--- src/irq_map_consts.vh ---
// constants for the interrupt vector map block, requests 39 to 63
// Contract
// - first uart fault/receive/transfer are requests 39-41, vector 32, flag bits 7-9.
// - each vector has 3-bit priority and 2-bit sub-priority, four lanes per word.
// - first i2c collision/slave/master are requests 42-44, vector 33, bits 10-12.
// - port a/b/c change are requests 45-47, vector 34, bits 13-15.
// - parallel port event and error are requests 48-49, vector 35, bits 16-17.
// - second spi requests 50-52, vector 36, bits 18-20, priority word nine lane 0.
// - second uart requests 53-55, vector 37, bits 21-23.
// - second i2c requests 56-58 vector 38 bits 24-26; charge unit 59 vector 39 bit 27.
// - dma channels are requests 60-63, vectors 40-43, bits 28-31, priority word ten.
// - requests 39-59 are persistent, dma requests are not.
// - control register: vector mode bit 12, timer field 10:8, polarities 4:0.
// - omitted sources have flag, enable and priority positions without function.
// - vector mode bit one selects multi-vectored, zero single-vectored.
// - timer starts for priority at or below the field; zero disables it.
// - external interrupt edge is rising when polarity one, falling when zero.
// - a request sets its flag; the enable bit permits the interrupt.
`ifndef IRQ_MAP_CONSTS_VH
`define IRQ_MAP_CONSTS_VH

`define OFS_CONTROL     8'h00
`define OFS_FLAG_ONE    8'h10
`define OFS_ENABLE_ONE  8'h20
`define OFS_PRIO_EIGHT  8'h30
`define OFS_PRIO_NINE   8'h40
`define OFS_PRIO_TEN    8'h50
`define OFS_EVT_STATUS  8'h60
`define OFS_EVT_MASK    8'h70

`define ZERO_WORD       32'h0000_0000
`define CONTROL_MASK    32'h0000_171F
`define PRIO_WORD_MASK  32'h1F1F_1F1F
`define FLAG_IMPL_MASK  32'hFFFF_FF80
`define PERSIST_MASK    32'h0FFF_FF80
`define FIRST_FLAG_BIT  7

`define MULTI_VECTOR_SELECT_BIT        12
`define TPC_MSB         10
`define TPC_LSB         8
`define POL_MSB         4
`define LANE_WIDTH      8
`define PRIO_MSB        4
`define PRIO_LSB        2
`define SUB_MSB         1

`define VEC_BASE        6'h20
`define VEC_COUNT       12
`define VEC_MASK_32     32'h0000_0380
`define VEC_MASK_33     32'h0000_1C00
`define VEC_MASK_34     32'h0000_E000
`define VEC_MASK_35     32'h0003_0000
`define VEC_MASK_36     32'h001C_0000
`define VEC_MASK_37     32'h00E0_0000
`define VEC_MASK_38     32'h0700_0000
`define VEC_MASK_39     32'h0800_0000
`define VEC_MASK_40     32'h1000_0000
`define VEC_MASK_41     32'h2000_0000
`define VEC_MASK_42     32'h4000_0000
`define VEC_MASK_43     32'h8000_0000

`define EVT_PROX_BIT    5

`endif

--- src/irq_map_end.v ---
`timescale 1ns/100ps

--- src/interrupt_vector_map.v ---
// interrupt vector map for requests 39 to 63 with control register and AHB-Lite slave
//
// Local design decisions: the address map and the AHB-Lite register port.
`timescale 1ns/100ps
`default_nettype none
`include "irq_map_consts.vh"

module interrupt_vector_map #(
    parameter [31:0] SRC_PRESENT = `FLAG_IMPL_MASK
) (
    input  wire        MCLK_IN,
    input  wire        RST_B_IN,
    input  wire        HSEL_IN,
    input  wire [31:0] HADDR_IN,
    input  wire [1:0]  HTRANS_IN,
    input  wire        HWRITE_IN,
    input  wire [2:0]  HSIZE_IN,
    input  wire [31:0] HWDATA_IN,
    input  wire        HREADY_IN,
    output wire [31:0] HRDATA_OUT,
    output wire        HREADYOUT_OUT,
    output wire        HRESP_OUT,
    input  wire [24:0] SRC_REQ_IN,
    input  wire [4:0]  EXT_IRQ_IN,
    output wire [4:0]  EXT_EDGE_OUT,
    output wire        IRQ_VALID_OUT,
    output wire [5:0]  IRQ_VECTOR_OUT,
    output wire [2:0]  IRQ_PRIORITY_OUT,
    output wire [1:0]  IRQ_SUBPRIO_OUT,
    output wire        MULTI_VECTOR_OUT,
    output wire        PROX_START_OUT,
    output wire        INT_OUT
);

    // group mask of the flag bits that share one vector
    function [31:0] vec_mask;
        input [3:0] v;
        begin
            case (v)
                4'h0:    vec_mask = `VEC_MASK_32;
                4'h1:    vec_mask = `VEC_MASK_33;
                4'h2:    vec_mask = `VEC_MASK_34;
                4'h3:    vec_mask = `VEC_MASK_35;
                4'h4:    vec_mask = `VEC_MASK_36;
                4'h5:    vec_mask = `VEC_MASK_37;
                4'h6:    vec_mask = `VEC_MASK_38;
                4'h7:    vec_mask = `VEC_MASK_39;
                4'h8:    vec_mask = `VEC_MASK_40;
                4'h9:    vec_mask = `VEC_MASK_41;
                4'hA:    vec_mask = `VEC_MASK_42;
                4'hB:    vec_mask = `VEC_MASK_43;
                default: vec_mask = `ZERO_WORD;
            endcase
        end
    endfunction

    // priority and sub-priority lane of one 32-bit priority word
    function [4:0] lane_field;
        input [31:0] word;
        input [1:0]  lane;
        reg   [31:0] shifted_v;
        reg   [7:0]  byte_v;
        begin
            // shift the wanted lane down, then keep its low byte on purpose
            shifted_v = word >> (lane * `LANE_WIDTH);
            byte_v = shifted_v[7:0];
            lane_field = byte_v[`PRIO_MSB:0];
        end
    endfunction

    reg  [31:0] control_r;
    reg  [31:0] flag_r;
    reg  [31:0] flag_nxt;
    reg  [31:0] enable_r;
    reg  [31:0] prio_r [0:2];
    reg  [5:0]  evt_status_r;
    reg  [5:0]  evt_status_nxt;
    reg  [5:0]  evt_mask_r;
    reg  [31:0] req_prev_r;
    reg  [4:0]  ext_prev_r;
    reg  [4:0]  ext_edge_r;
    reg  [4:0]  ext_edge_nxt;
    reg         irq_valid_r;
    reg  [5:0]  irq_vector_r;
    reg  [2:0]  irq_prio_r;
    reg  [1:0]  irq_sub_r;
    reg         prox_start_r;
    reg         int_r;
    reg  [31:0] hrdata_r;
    reg         hreadyout_r;
    reg         hresp_r;
    reg         wr_pend_r;
    reg         rd_pend_r;
    reg  [7:0]  addr_r;
    reg  [31:0] rd_mux;
    reg         best_valid;
    reg  [3:0]  best_vec;
    reg  [4:0]  best_field;
    reg  [4:0]  cand;
    reg  [31:0] pend;
    integer     i;

    wire        phase_ok  = HSEL_IN & HTRANS_IN[1] & HREADY_IN;
    wire [31:0] req_word  = {SRC_REQ_IN, {`FIRST_FLAG_BIT{1'b0}}} & SRC_PRESENT;
    wire [31:0] req_rise  = req_word & ~req_prev_r;
    wire [2:0]  proximity_timer_threshold       = control_r[`TPC_MSB:`TPC_LSB];
    wire        wr_now    = wr_pend_r;
    wire [4:0]  ext_pol   = control_r[`POL_MSB:0];

    // persistent sources set their flag while their level is high, dma channels catch the rising edge
    wire [31:0] flag_set  = (req_word & `PERSIST_MASK) |
                            (req_rise & ~`PERSIST_MASK);

    always @* begin
        flag_nxt = flag_r;
        if (wr_now && addr_r == `OFS_FLAG_ONE) begin
            flag_nxt = HWDATA_IN & SRC_PRESENT;
        end
        flag_nxt = flag_nxt | flag_set;
    end

    always @* begin
        for (i = 0; i < 5; i = i + 1) begin
            ext_edge_nxt[i] = ext_pol[i] ? (EXT_IRQ_IN[i] & ~ext_prev_r[i])
                                         : (~EXT_IRQ_IN[i] & ext_prev_r[i]);
        end
    end

    // pick the pending vector with highest priority, then sub-priority; ties keep the lower vector
    always @* begin
        best_valid = 1'b0;
        best_vec   = 4'h0;
        best_field = 5'h00;
        cand       = 5'h00;
        pend       = flag_r & enable_r & SRC_PRESENT;
        for (i = 0; i < `VEC_COUNT; i = i + 1) begin
            cand = lane_field(prio_r[i / 4], i[1:0]);
            if ((|(pend & vec_mask(i[3:0]))) && cand[`PRIO_MSB:`PRIO_LSB] != 3'h0 &&
                (!best_valid || cand > best_field)) begin
                best_valid = 1'b1;
                best_vec   = i[3:0];
                best_field = cand;
            end
        end
    end

    always @* begin
        if (addr_r == `OFS_CONTROL) begin
            rd_mux = control_r;
        end else if (addr_r == `OFS_FLAG_ONE) begin
            rd_mux = flag_r;
        end else if (addr_r == `OFS_ENABLE_ONE) begin
            rd_mux = enable_r;
        end else if (addr_r == `OFS_PRIO_EIGHT) begin
            rd_mux = prio_r[0];
        end else if (addr_r == `OFS_PRIO_NINE) begin
            rd_mux = prio_r[1];
        end else if (addr_r == `OFS_PRIO_TEN) begin
            rd_mux = prio_r[2];
        end else if (addr_r == `OFS_EVT_STATUS) begin
            rd_mux = {26'h000_0000, evt_status_r};
        end else if (addr_r == `OFS_EVT_MASK) begin
            rd_mux = {26'h000_0000, evt_mask_r};
        end else begin
            rd_mux = `ZERO_WORD;
        end
    end

    wire prox_fire = best_valid & ~irq_valid_r & (proximity_timer_threshold != 3'h0) &
                     (best_field[`PRIO_MSB:`PRIO_LSB] <= proximity_timer_threshold);

    // sticky event bits: a new event wins over a write-one-to-clear in the same cycle
    always @* begin
        evt_status_nxt = evt_status_r;
        if (wr_now && addr_r == `OFS_EVT_STATUS) begin
            evt_status_nxt = evt_status_r & ~HWDATA_IN[5:0];
        end
        evt_status_nxt = evt_status_nxt | {prox_fire, ext_edge_nxt};
    end

    // bus slave: writes are zero-wait, reads take one wait state
    always @(posedge MCLK_IN) begin
        if (!RST_B_IN) begin
            wr_pend_r   <= 1'b0;
            rd_pend_r   <= 1'b0;
            addr_r      <= 8'h00;
            hrdata_r    <= `ZERO_WORD;
            hreadyout_r <= 1'b1;
            hresp_r     <= 1'b0;
        end else begin
            hresp_r <= 1'b0;
            if (rd_pend_r) begin
                hrdata_r    <= rd_mux;
                hreadyout_r <= 1'b1;
                rd_pend_r   <= 1'b0;
                wr_pend_r   <= 1'b0;
            end else begin
                wr_pend_r <= phase_ok & HWRITE_IN;
                rd_pend_r <= phase_ok & ~HWRITE_IN;
                if (phase_ok) begin
                    addr_r <= HADDR_IN[7:0];
                end
                hreadyout_r <= ~(phase_ok & ~HWRITE_IN);
            end
        end
    end

    always @(posedge MCLK_IN) begin
        if (!RST_B_IN) begin
            control_r    <= `ZERO_WORD;
            flag_r       <= `ZERO_WORD;
            enable_r     <= `ZERO_WORD;
            prio_r[0]    <= `ZERO_WORD;
            prio_r[1]    <= `ZERO_WORD;
            prio_r[2]    <= `ZERO_WORD;
            evt_status_r <= 6'h00;
            evt_mask_r   <= 6'h00;
            req_prev_r   <= `ZERO_WORD;
            ext_prev_r   <= 5'h00;
            ext_edge_r   <= 5'h00;
        end else begin
            flag_r       <= flag_nxt;
            evt_status_r <= evt_status_nxt;
            req_prev_r   <= req_word;
            ext_prev_r   <= EXT_IRQ_IN;
            ext_edge_r   <= ext_edge_nxt;
            if (wr_now) begin
                if (addr_r == `OFS_CONTROL) begin
                    control_r <= HWDATA_IN & `CONTROL_MASK;
                end else if (addr_r == `OFS_ENABLE_ONE) begin
                    enable_r <= HWDATA_IN & SRC_PRESENT;
                end else if (addr_r == `OFS_PRIO_EIGHT) begin
                    prio_r[0] <= HWDATA_IN & `PRIO_WORD_MASK;
                end else if (addr_r == `OFS_PRIO_NINE) begin
                    prio_r[1] <= HWDATA_IN & `PRIO_WORD_MASK;
                end else if (addr_r == `OFS_PRIO_TEN) begin
                    prio_r[2] <= HWDATA_IN & `PRIO_WORD_MASK;
                end else if (addr_r == `OFS_EVT_MASK) begin
                    evt_mask_r <= HWDATA_IN[5:0];
                end
            end
        end
    end

    // core side: single-vectored mode always hands out vector zero
    always @(posedge MCLK_IN) begin
        if (!RST_B_IN) begin
            irq_valid_r  <= 1'b0;
            irq_vector_r <= 6'h00;
            irq_prio_r   <= 3'h0;
            irq_sub_r    <= 2'h0;
            prox_start_r <= 1'b0;
            int_r        <= 1'b0;
        end else begin
            irq_valid_r  <= best_valid;
            irq_vector_r <= control_r[`MULTI_VECTOR_SELECT_BIT] ? (`VEC_BASE + {2'b00, best_vec}) : 6'h00;
            irq_prio_r   <= best_field[`PRIO_MSB:`PRIO_LSB];
            irq_sub_r    <= best_field[`SUB_MSB:0];
            prox_start_r <= prox_fire;
            int_r        <= |(evt_status_nxt & evt_mask_r);
        end
    end

    assign HRDATA_OUT       = hrdata_r;
    assign HREADYOUT_OUT    = hreadyout_r;
    assign HRESP_OUT        = hresp_r;
    assign EXT_EDGE_OUT     = ext_edge_r;
    assign IRQ_VALID_OUT    = irq_valid_r;
    assign IRQ_VECTOR_OUT   = irq_vector_r;
    assign IRQ_PRIORITY_OUT = irq_prio_r;
    assign IRQ_SUBPRIO_OUT  = irq_sub_r;
    assign MULTI_VECTOR_OUT = control_r[`MULTI_VECTOR_SELECT_BIT];
    assign PROX_START_OUT   = prox_start_r;
    assign INT_OUT          = int_r;

endmodule // interrupt_vector_map
`default_nettype wire

--- config.mk ---
export PLATFORM = sky130hd
export DESIGN_NAME = interrupt_vector_map
export DESIGN_NICKNAME = d
export VERILOG_FILES = /design/src/irq_map_end.v /design/src/interrupt_vector_map.v
export VERILOG_INCLUDE_DIRS = /design/src
export SDC_FILE = /design/constraint.sdc
export NUM_CORES = 1
export LEC_CHECK = 0
export BUFFER_PORTS_ARGS = -buffer_cell sky130_fd_sc_hd__buf_2
export CAP_MARGIN = 25
export CORE_UTILIZATION = 60
export DETAILED_ROUTE_END_ITERATION = 16
export PLACE_DENSITY = 0.79
export SYNTH_ARGS = -nofsm -noshare
export SYNTH_HDL_FRONTEND = slang
export SYNTH_SLANG_ARGS = --single-unit
export TNS_END_PERCENT = 30
--- constraint.sdc ---
create_clock -name MCLK_IN -period 50.4 [get_ports MCLK_IN]
set_clock_uncertainty 0.2 [all_clocks]
set_input_delay 10.08 -clock MCLK_IN [delete_from_list [all_inputs] [get_ports MCLK_IN]]
set_output_delay 10.08 -clock MCLK_IN [all_outputs]
set_load 0.005 [all_outputs]
# After elaboration in Yosys (flattened, before gate mapping)
# Memory sizes are Yosys's and may differ from the RTL's.
# Index checks and enable logic that the tools add are counted.
# Widths: inputs -> output; s select.
[classes] eq_ne=7 magnitude_cmp=12 n_mul=0 n_addsub=1 shift=0 n_reduce_logical=75 div_mod_pow=0 n_bitwise=49 mux=75
[ops] operator="$mux 32" n=7
[ops] operator="$and 32x32->32" n=2
[ops] operator="$mux 20" n=3
[ops] operator="$mux 5" n=12
[ops] operator="$gt 5x5->1" n=11
[ops] operator="$mux 1" n=40
[ops] operator="$reduce_bool 3->1" n=13
[ops] operator="$eq 8x7->1 const B" n=4
[ops] operator="$not 32->32" n=1
[ops] operator="$or 28x32->32" n=1
[ops] operator="$or 32x32->32" n=1
[ops] operator="$logic_and 1x1->1" n=25
[ops] operator="$not 1->1" n=20
[ops] operator="$mux 6" n=3
[ops] operator="$reduce_or 3->1" n=6
[ops] operator="$and 1x1->1" n=17
[ops] operator="$eq 8x6->1 const B" n=2
[ops] operator="$mux 4" n=4
[ops] operator="$and 6x6->6" n=2
[ops] operator="$mux 3" n=4
[ops] operator="$logic_not 1->1" n=11
[ops] operator="$logic_or 1x1->1" n=11
[ops] operator="$eq 8x5->1 const B" n=1
[ops] operator="$logic_not 8->1" n=1
[ops] operator="other kinds (11)" n=17
[totals] output_inout_bits=54 ram_bits=60 ff_bits=177 latch_bits=0 wordCells=240 mem_count=1 romBits=0
[memory_table] name="prio_r" depth=3 word_bits=20 rd=3 rd_ports_with_merged_regs=0 wr=3 line="interrupt_vector_map.v:75" source="reg [31:0] prio_r [0:2];"

# Depth between registers and ports, before layout
[depth] depth_word=54 mapped_depth=116 ltp_nobuf=113

# Least setup slack after synthesis
# OpenSTA, ideal clock, no wires.
[synth_path] path_kind="flip-flop to flip-flop" startpoint="register flag_r[9]" endpoint="register int_r (netlist: INT_OUT)" t_arrival_ns=19.135 n_path_buf=1 synth_period_minus_slack_ns=19.449 slack_ns=30.951 path_stages_with_launch=106 setup_time_ns=0.114 cell_sequence="dfxtp_1 -> a222oi_1 -> nor2_1 -> nand2_1 -> ha_1 -> nand4_1 -> o221ai_1 -> nand2_1 -> a21boi_1 -> mux2_2 -> ha_1 -> nand3_1 -> o22ai_1 -> a21oi_1 -> o21ai_1 -> mux2i_1 -> ha_1 -> nor2b_1 -> [70 not listed] -> ha_1 -> nor2b_1 -> o21a_1 -> o21ai_0 -> nand2b_1 -> a21oi_1 -> a31oi_1 -> o21bai_1 -> nor2_1 -> a211o_1 -> ha_1 -> inv_1 -> a21o_1 -> a21oi_1 -> a31oi_1 -> nor4b_1 -> a31o_2 -> a21o_1"
[synth_between] elab_chain_cells=54 word_cells_on_any_way=78 cone_classes="12 x order compare; 24 x mux; 6 x bitwise; 36 x reduce/logical"
[synth_lines] element="start: declaration" line="interrupt_vector_map.v:72" source="reg [31:0] flag_r;"
[synth_lines] element="start signal: assignment" line="interrupt_vector_map.v:211" source="flag_r <= `ZERO_WORD;"
[synth_lines] element="start signal: assignment" line="interrupt_vector_map.v:222" source="flag_r <= flag_nxt;"
[synth_lines] element="$and 32x32->32 *" line="interrupt_vector_map.v:135" source="pend = flag_r & enable_r & SRC_PRESENT;"
[synth_lines] element="$reduce_or 3->1 *" line="interrupt_vector_map.v:138" source="if ((|(pend & vec_mask(i[3:0]))) && cand[`PRIO_MSB:`PRIO_LSB] != 3'h0 &&"
[synth_lines] element="$logic_and 1x1->1 *" line="interrupt_vector_map.v:138"
[synth_lines] element="branches (longest 47 deep; another with $gt 5x5->1)"
[synth_lines] element="$and 1x1->1 *" line="interrupt_vector_map.v:169" source="wire prox_fire = best_valid & ~irq_valid_r & (proximity_timer_threshold != 3'h0) &"
[synth_lines] element="$or 6x6->6 *" line="interrupt_vector_map.v:178" source="evt_status_nxt = evt_status_nxt | {prox_fire, ext_edge_nxt};"
[synth_lines] element="$and 6x6->6 *" line="interrupt_vector_map.v:260" source="int_r <= |(evt_status_nxt & evt_mask_r);"
[synth_lines] element="$reduce_or 6->1 *" line="interrupt_vector_map.v:260"
[synth_lines] element="end signal: assignment" line="interrupt_vector_map.v:260"
[synth_lines] element="end: declaration" line="interrupt_vector_map.v:88" source="reg int_r;"
# Mark *: on every way between the ends.
# A chain may end at the register's enable or synchronous reset.

# Worst setup path after layout
[layout_path] startpoint="register flag_r[8]" endpoint="register int_r (netlist: INT_OUT)"
[layout_between] word_cells_on_any_way=78 cone_classes="12 x order compare; 24 x mux; 6 x bitwise; 36 x reduce/logical"
[layout_rtl] element="$and 32x32->32 *" line="interrupt_vector_map.v:135"
[layout_rtl] element="$reduce_or 3->1 *" line="interrupt_vector_map.v:138"
[layout_rtl] element="$logic_and 1x1->1 *" line="interrupt_vector_map.v:138"
[layout_rtl] element="$mux 5 or $mux 1 (tied branches)" line="interrupt_vector_map.v:138"
[layout_rtl] element="$gt 5x5->1 or $logic_not 1->1 (tied branches)" line="interrupt_vector_map.v:139" source="(!best_valid || cand > best_field)) begin"
[layout_rtl] element="$logic_or 1x1->1" line="interrupt_vector_map.v:139"
[layout_rtl] element="$logic_and 1x1->1" line="interrupt_vector_map.v:138"
[layout_rtl] element="$mux 5 or $mux 1 (tied branches)" line="interrupt_vector_map.v:138"
[layout_rtl] element="[38 not listed]"
[layout_rtl] element="$logic_and 1x1->1" line="interrupt_vector_map.v:138"
[layout_rtl] element="$mux 5 *" line="interrupt_vector_map.v:138"
[layout_rtl] element="named net best_field[3]" line="interrupt_vector_map.v:98" source="reg [4:0] best_field;"
[layout_rtl] element="$le 3x3->1 *" line="interrupt_vector_map.v:170" source="(best_field[`PRIO_MSB:`PRIO_LSB] <= proximity_timer_threshold);"
[layout_rtl] element="$and 1x1->1 *" line="interrupt_vector_map.v:169"
[layout_rtl] element="$or 6x6->6 *" line="interrupt_vector_map.v:178"
[layout_rtl] element="$and 6x6->6 *" line="interrupt_vector_map.v:260"
[layout_rtl] element="$reduce_or 6->1 *" line="interrupt_vector_map.v:260"
# The timed path passes the listed nets; every way through them passes the cells marked *.

==> results.json <==
{
  "critPathRequiredTime_ns": 50.59,
  "wl_um": 32200,
  "ios": 158,
  "reg2reg_slack_ns": 27.41,
  "ys.flop_type": "dfxtp_1",
  "r2r_end": "INT_OUT$_SDFF_PN0_",
  "p_switching_uw": 85.5,
  "placed_cell_area_um2": 11800,
  "clockRootBuffer": "clkbuf_16",
  "numCtsBuffers": 17,
  "drv_slew": 0,
  "dr.pass1.iters": 5,
  "max_slew_margin": 0.350,
  "endpoint_kind": "register",
  "min_from": "addr_r[7]$_SDFFE_PN0P_",
  "clk_pin_slew_ns": 0.08,
  "post_cts_buffers": 0,
  "start_util": 0.611,
  "hold_viol_final": 0,
  "drt_iter0_drc": 1056,
  "cts_tree": "done",
  "routabilityCongestion": 0.989,
  "grt_pass1_wl_um": 49700,
  "dp_cells": 1535,
  "critPathMaxStageDelay_ns": 0.57,
  "ys_seq_elements": 200,
  "num_rows": 49,
  "clock_path_buffers": 2,
  "cp_slowest_cell": "o21ai_1",
  "vias": 10100,
  "dieArea_um2": 18800,
  "cts_resized": 0,
  "ys_warn_count": 0,
  "area_delta_synth_final_pct": 13.3,
  "power_density_nw_per_um2": 27.0,
  "nets": 1483,
  "hold_depth": 2,
  "critical_path_class": "reg2reg",
  "totalNegativeSetupSlack_ns": 0,
  "final.min_clock_period_ns": 22.99,
  "routed_via_density": 6.45,
  "worst_pin_slew_ns": 0.963,
  "syn_area_um2": 10900,
  "cpMostUsedCell": "ha_1",
  "multi_input_area_um2": 5950,
  "antenna_cells": 0,
  "clock-sinks": 200,
  "final_area_um2": 12400,
  "pwr-share-seq": 0.524,
  "io_buffers": 125,
  "grt_pass1_vias": 9385,
  "syn-instance-count": 1221,
  "hpwlAfterDp_um": 23700,
  "remaining_drc_errors": 0,
  "drive_gt1_frac": 0.176,
  "synth_cell_type_count": 86,
  "clockPowerShare": 0.399,
  "crit-reg2reg-launch": "flag_r[8]$_SDFF_PN0_",
  "outcome": "finished clean",
  "coreArea_um2": 17900,
  "grtUsageTotal": 0.352,
  "synth_edf_count": 60,
  "grt_setup_unrepaired": "no",
  "min_to": "addr_r[7]$_SDFFE_PN0P_",
  "clock_latency_ns": 0.44,
  "async_flop_share": 0,
  "antenna_found_initial": 0,
  "grt_max_degree": 76,
  "avgSynthCellArea_um2": 8.96,
  "period_share": 0.456,
  "internal-power_uw": 249,
  "grt-ovfl-total": 0,
  "die_h_um": 137,
  "hold_buffers": 0,
  "p_comb_frac": 0.077,
  "crit_fanout": 9,
  "ir_drop_uv": 25.3,
  "ant_nets": 0,
  "reg2reg_depth": 102,
  "swShare": 0.256,
  "die_x_um": 137,
  "fmax_ghz": 0.0435,
  "setup_viol": 0,
  "startpoint": "flag_r[8]$_SDFF_PN0_",
  "wire_per_inst_um": 20.6,
  "yosysSeqAreaShare": 0.421,
  "maxCapViolations": 0,
  "seqCellArea_um2": 4610,
  "n_fill_cell": 1425,
  "htree_num_levels": 4,
  "hp-class": "reg2reg",
  "final-instance-count-excl-fill": 1568,
  "p_total_uw": 334,
  "startpoint_type": "register",
  "critPathArrivalTime_ns": 23.18,
  "leakagePower_uw": 0.00497
}
==> worst max-delay path by stage <==
stage                                    end  slack [ns]
after global routing      INT_OUT$_SDFF_PN0_       25.65
final                     INT_OUT$_SDFF_PN0_       27.41
after global placement    INT_OUT$_SDFF_PN0_       28.48
after CTS                 INT_OUT$_SDFF_PN0_       27.80
after detailed placement  INT_OUT$_SDFF_PN0_       27.90
after floorplan           INT_OUT$_SDFF_PN0_       30.95
==> state kept, by name, summed over array words and instances (netlist names), 2 cells and up <==
name / count
prio_r: 60
HRDATA_OUT: 31
enable_r: 25
flag_r: 25
control_r: 9
addr_r: 8
evt_mask_r: 6
evt_status_r: 6
EXT_EDGE_OUT: 5
IRQ_VECTOR_OUT: 5
ext_prev_r: 5
req_prev_r: 4
IRQ_PRIORITY_OUT: 3
IRQ_SUBPRIO_OUT: 2
==> critical path, delay by kind of cell, from the launching register on <==
| kind | cells | cell delay [ns] |
|---|---|---|
| AOI/OAI and AO/OA | 49 | 10.66 |
| and+or+nand+nor | 28 | 5.10 |
| adders and majority gates | 12 | 3.57 |
| muxes | 9 | 2.73 |
| DFF | 1 | 0.39 |
| buffers and inverters | 4 | 0.24 |
==> logic make-up (layout without fill, tap and decap cells) <==
family	count (synthesis)	in the layout	share of synthesized area
XOR/XNOR	2	2	0.00160
other	1	3	0.000343
adder cells (fa/ha/maj)	53	53	0.0606
AND/OR/NAND/NOR	460	460	0.203
flip-flops	200	200	0.421
AO/OA/AOI/OAI	333	333	0.208
multiplexers	65	65	0.0684
buffers and inverters	107	223	0.0379
==> routing by layer <==
metal  track usage  wire length [um]  share of wire  vias up
li1              -                 -              -     4685
met1         0.465             12900           0.40     4690
met2         0.544             14400           0.45      630
met3        0.0781              3630           0.11      101
met4         0.170              1320          0.041        0
met5             0                 0              0        -
==> cell usage in the layout (no fill, tap or decap), types with 7 or more instances in the layout <==
| master | instances |
|---|---|
| a21o_1 | 15 |
| nand3_1 | 22 |
| buf_2 | 125 |
| and3_1 | 29 |
| buf_4 | 18 |
| clkbuf_16 | 18 |
| a221oi_1 | 8 |
| nand2_1 | 176 |
| edfxtp_1 | 60 |
| nor2_1 | 89 |
| o21ai_1 | 8 |
| mux2i_1 | 41 |
| o32ai_1 | 7 |
| o21ai_0 | 66 |
| a22oi_1 | 17 |
| nor3_1 | 23 |
| dfxtp_1 | 139 |
| nor2b_1 | 11 |
| mux2_2 | 18 |
| a211oi_1 | 31 |
| and2_1 | 46 |
| nand4_1 | 10 |
| nand2b_1 | 14 |
| ha_1 | 53 |
| a31oi_1 | 7 |
| inv_1 | 45 |
| a21oi_1 | 88 |
==> synthesized netlist by cell type, types with 6 or more instances <==
library cell  instances  area, um2
o21ai_0              68        340
a21o_1               15        113
and3_1               29        181
nand2_1             176        661
or2_2                 6       37.5
nor3_1               24        120
mux2i_1              41        410
nand4_1              10       62.6
dfxtp_1             140       2800
edfxtp_1             60       1800
ha_1                 53        663
o21a_1                6       45.0
nand2b_1             14       87.6
clkbuf_1             52        195
inv_1                45        169
mux2_2               18        203
o31a_1                6       52.6
a221oi_1              8       70.1
a31oi_1               7       43.8
a211oi_1             31        233
mux4_2                6        135
and2_1               46        288
a22oi_1              17        128
o32ai_1               7       61.3
o21ai_1               6       30.0
nor2b_1              11       68.8
nor2_1               90        338
a21oi_1              88        440
a222oi_1              6       60.1
nand3_1              22        110
o221ai_1              6       52.6
==> area by class of cell <==
| cell class | instances | area share |
|---|---|---|
| multi-input cells | 916 | 0.480 |
| repair buffers | 145 | 0.0648 |
| well taps | 229 | 0.0231 |
| flip-flops and latches | 200 | 0.372 |
| clock buffers | 20 | 0.0378 |
| inverters | 46 | 0.0139 |
| clock inverters | 12 | 0.00878 |
==> power groups by stage <==
| stage | clock network (uW) | registers [uW] | logic (uW) |
|---|---|---|---|
| finish | 133 | 175 | 25.8 |
| global route | 140 | 175 | 28.1 |
| CTS | 134 | 175 | 25.2 |
| detailed placement | 0 | 178 | 25.0 |
| global placement | 0 | 178 | 24.4 |
| floorplan | 0 | 176 | 15.8 |
==> stage by stage <==
step | hold slack (ns) | worst slack (ns) | util
floorplan | 0.231 | 30.95 | -
global placement | 0.234 | 28.48 | 0.658
detailed placement | 0.241 | 27.90 | 0.658
CTS | 0.257 | 27.80 | 0.691
global route | 0.274 | 25.65 | 0.692
finish | 0.256 | 27.41 | 0.692
No activity file was read; power rests on OpenSTA's default activity.
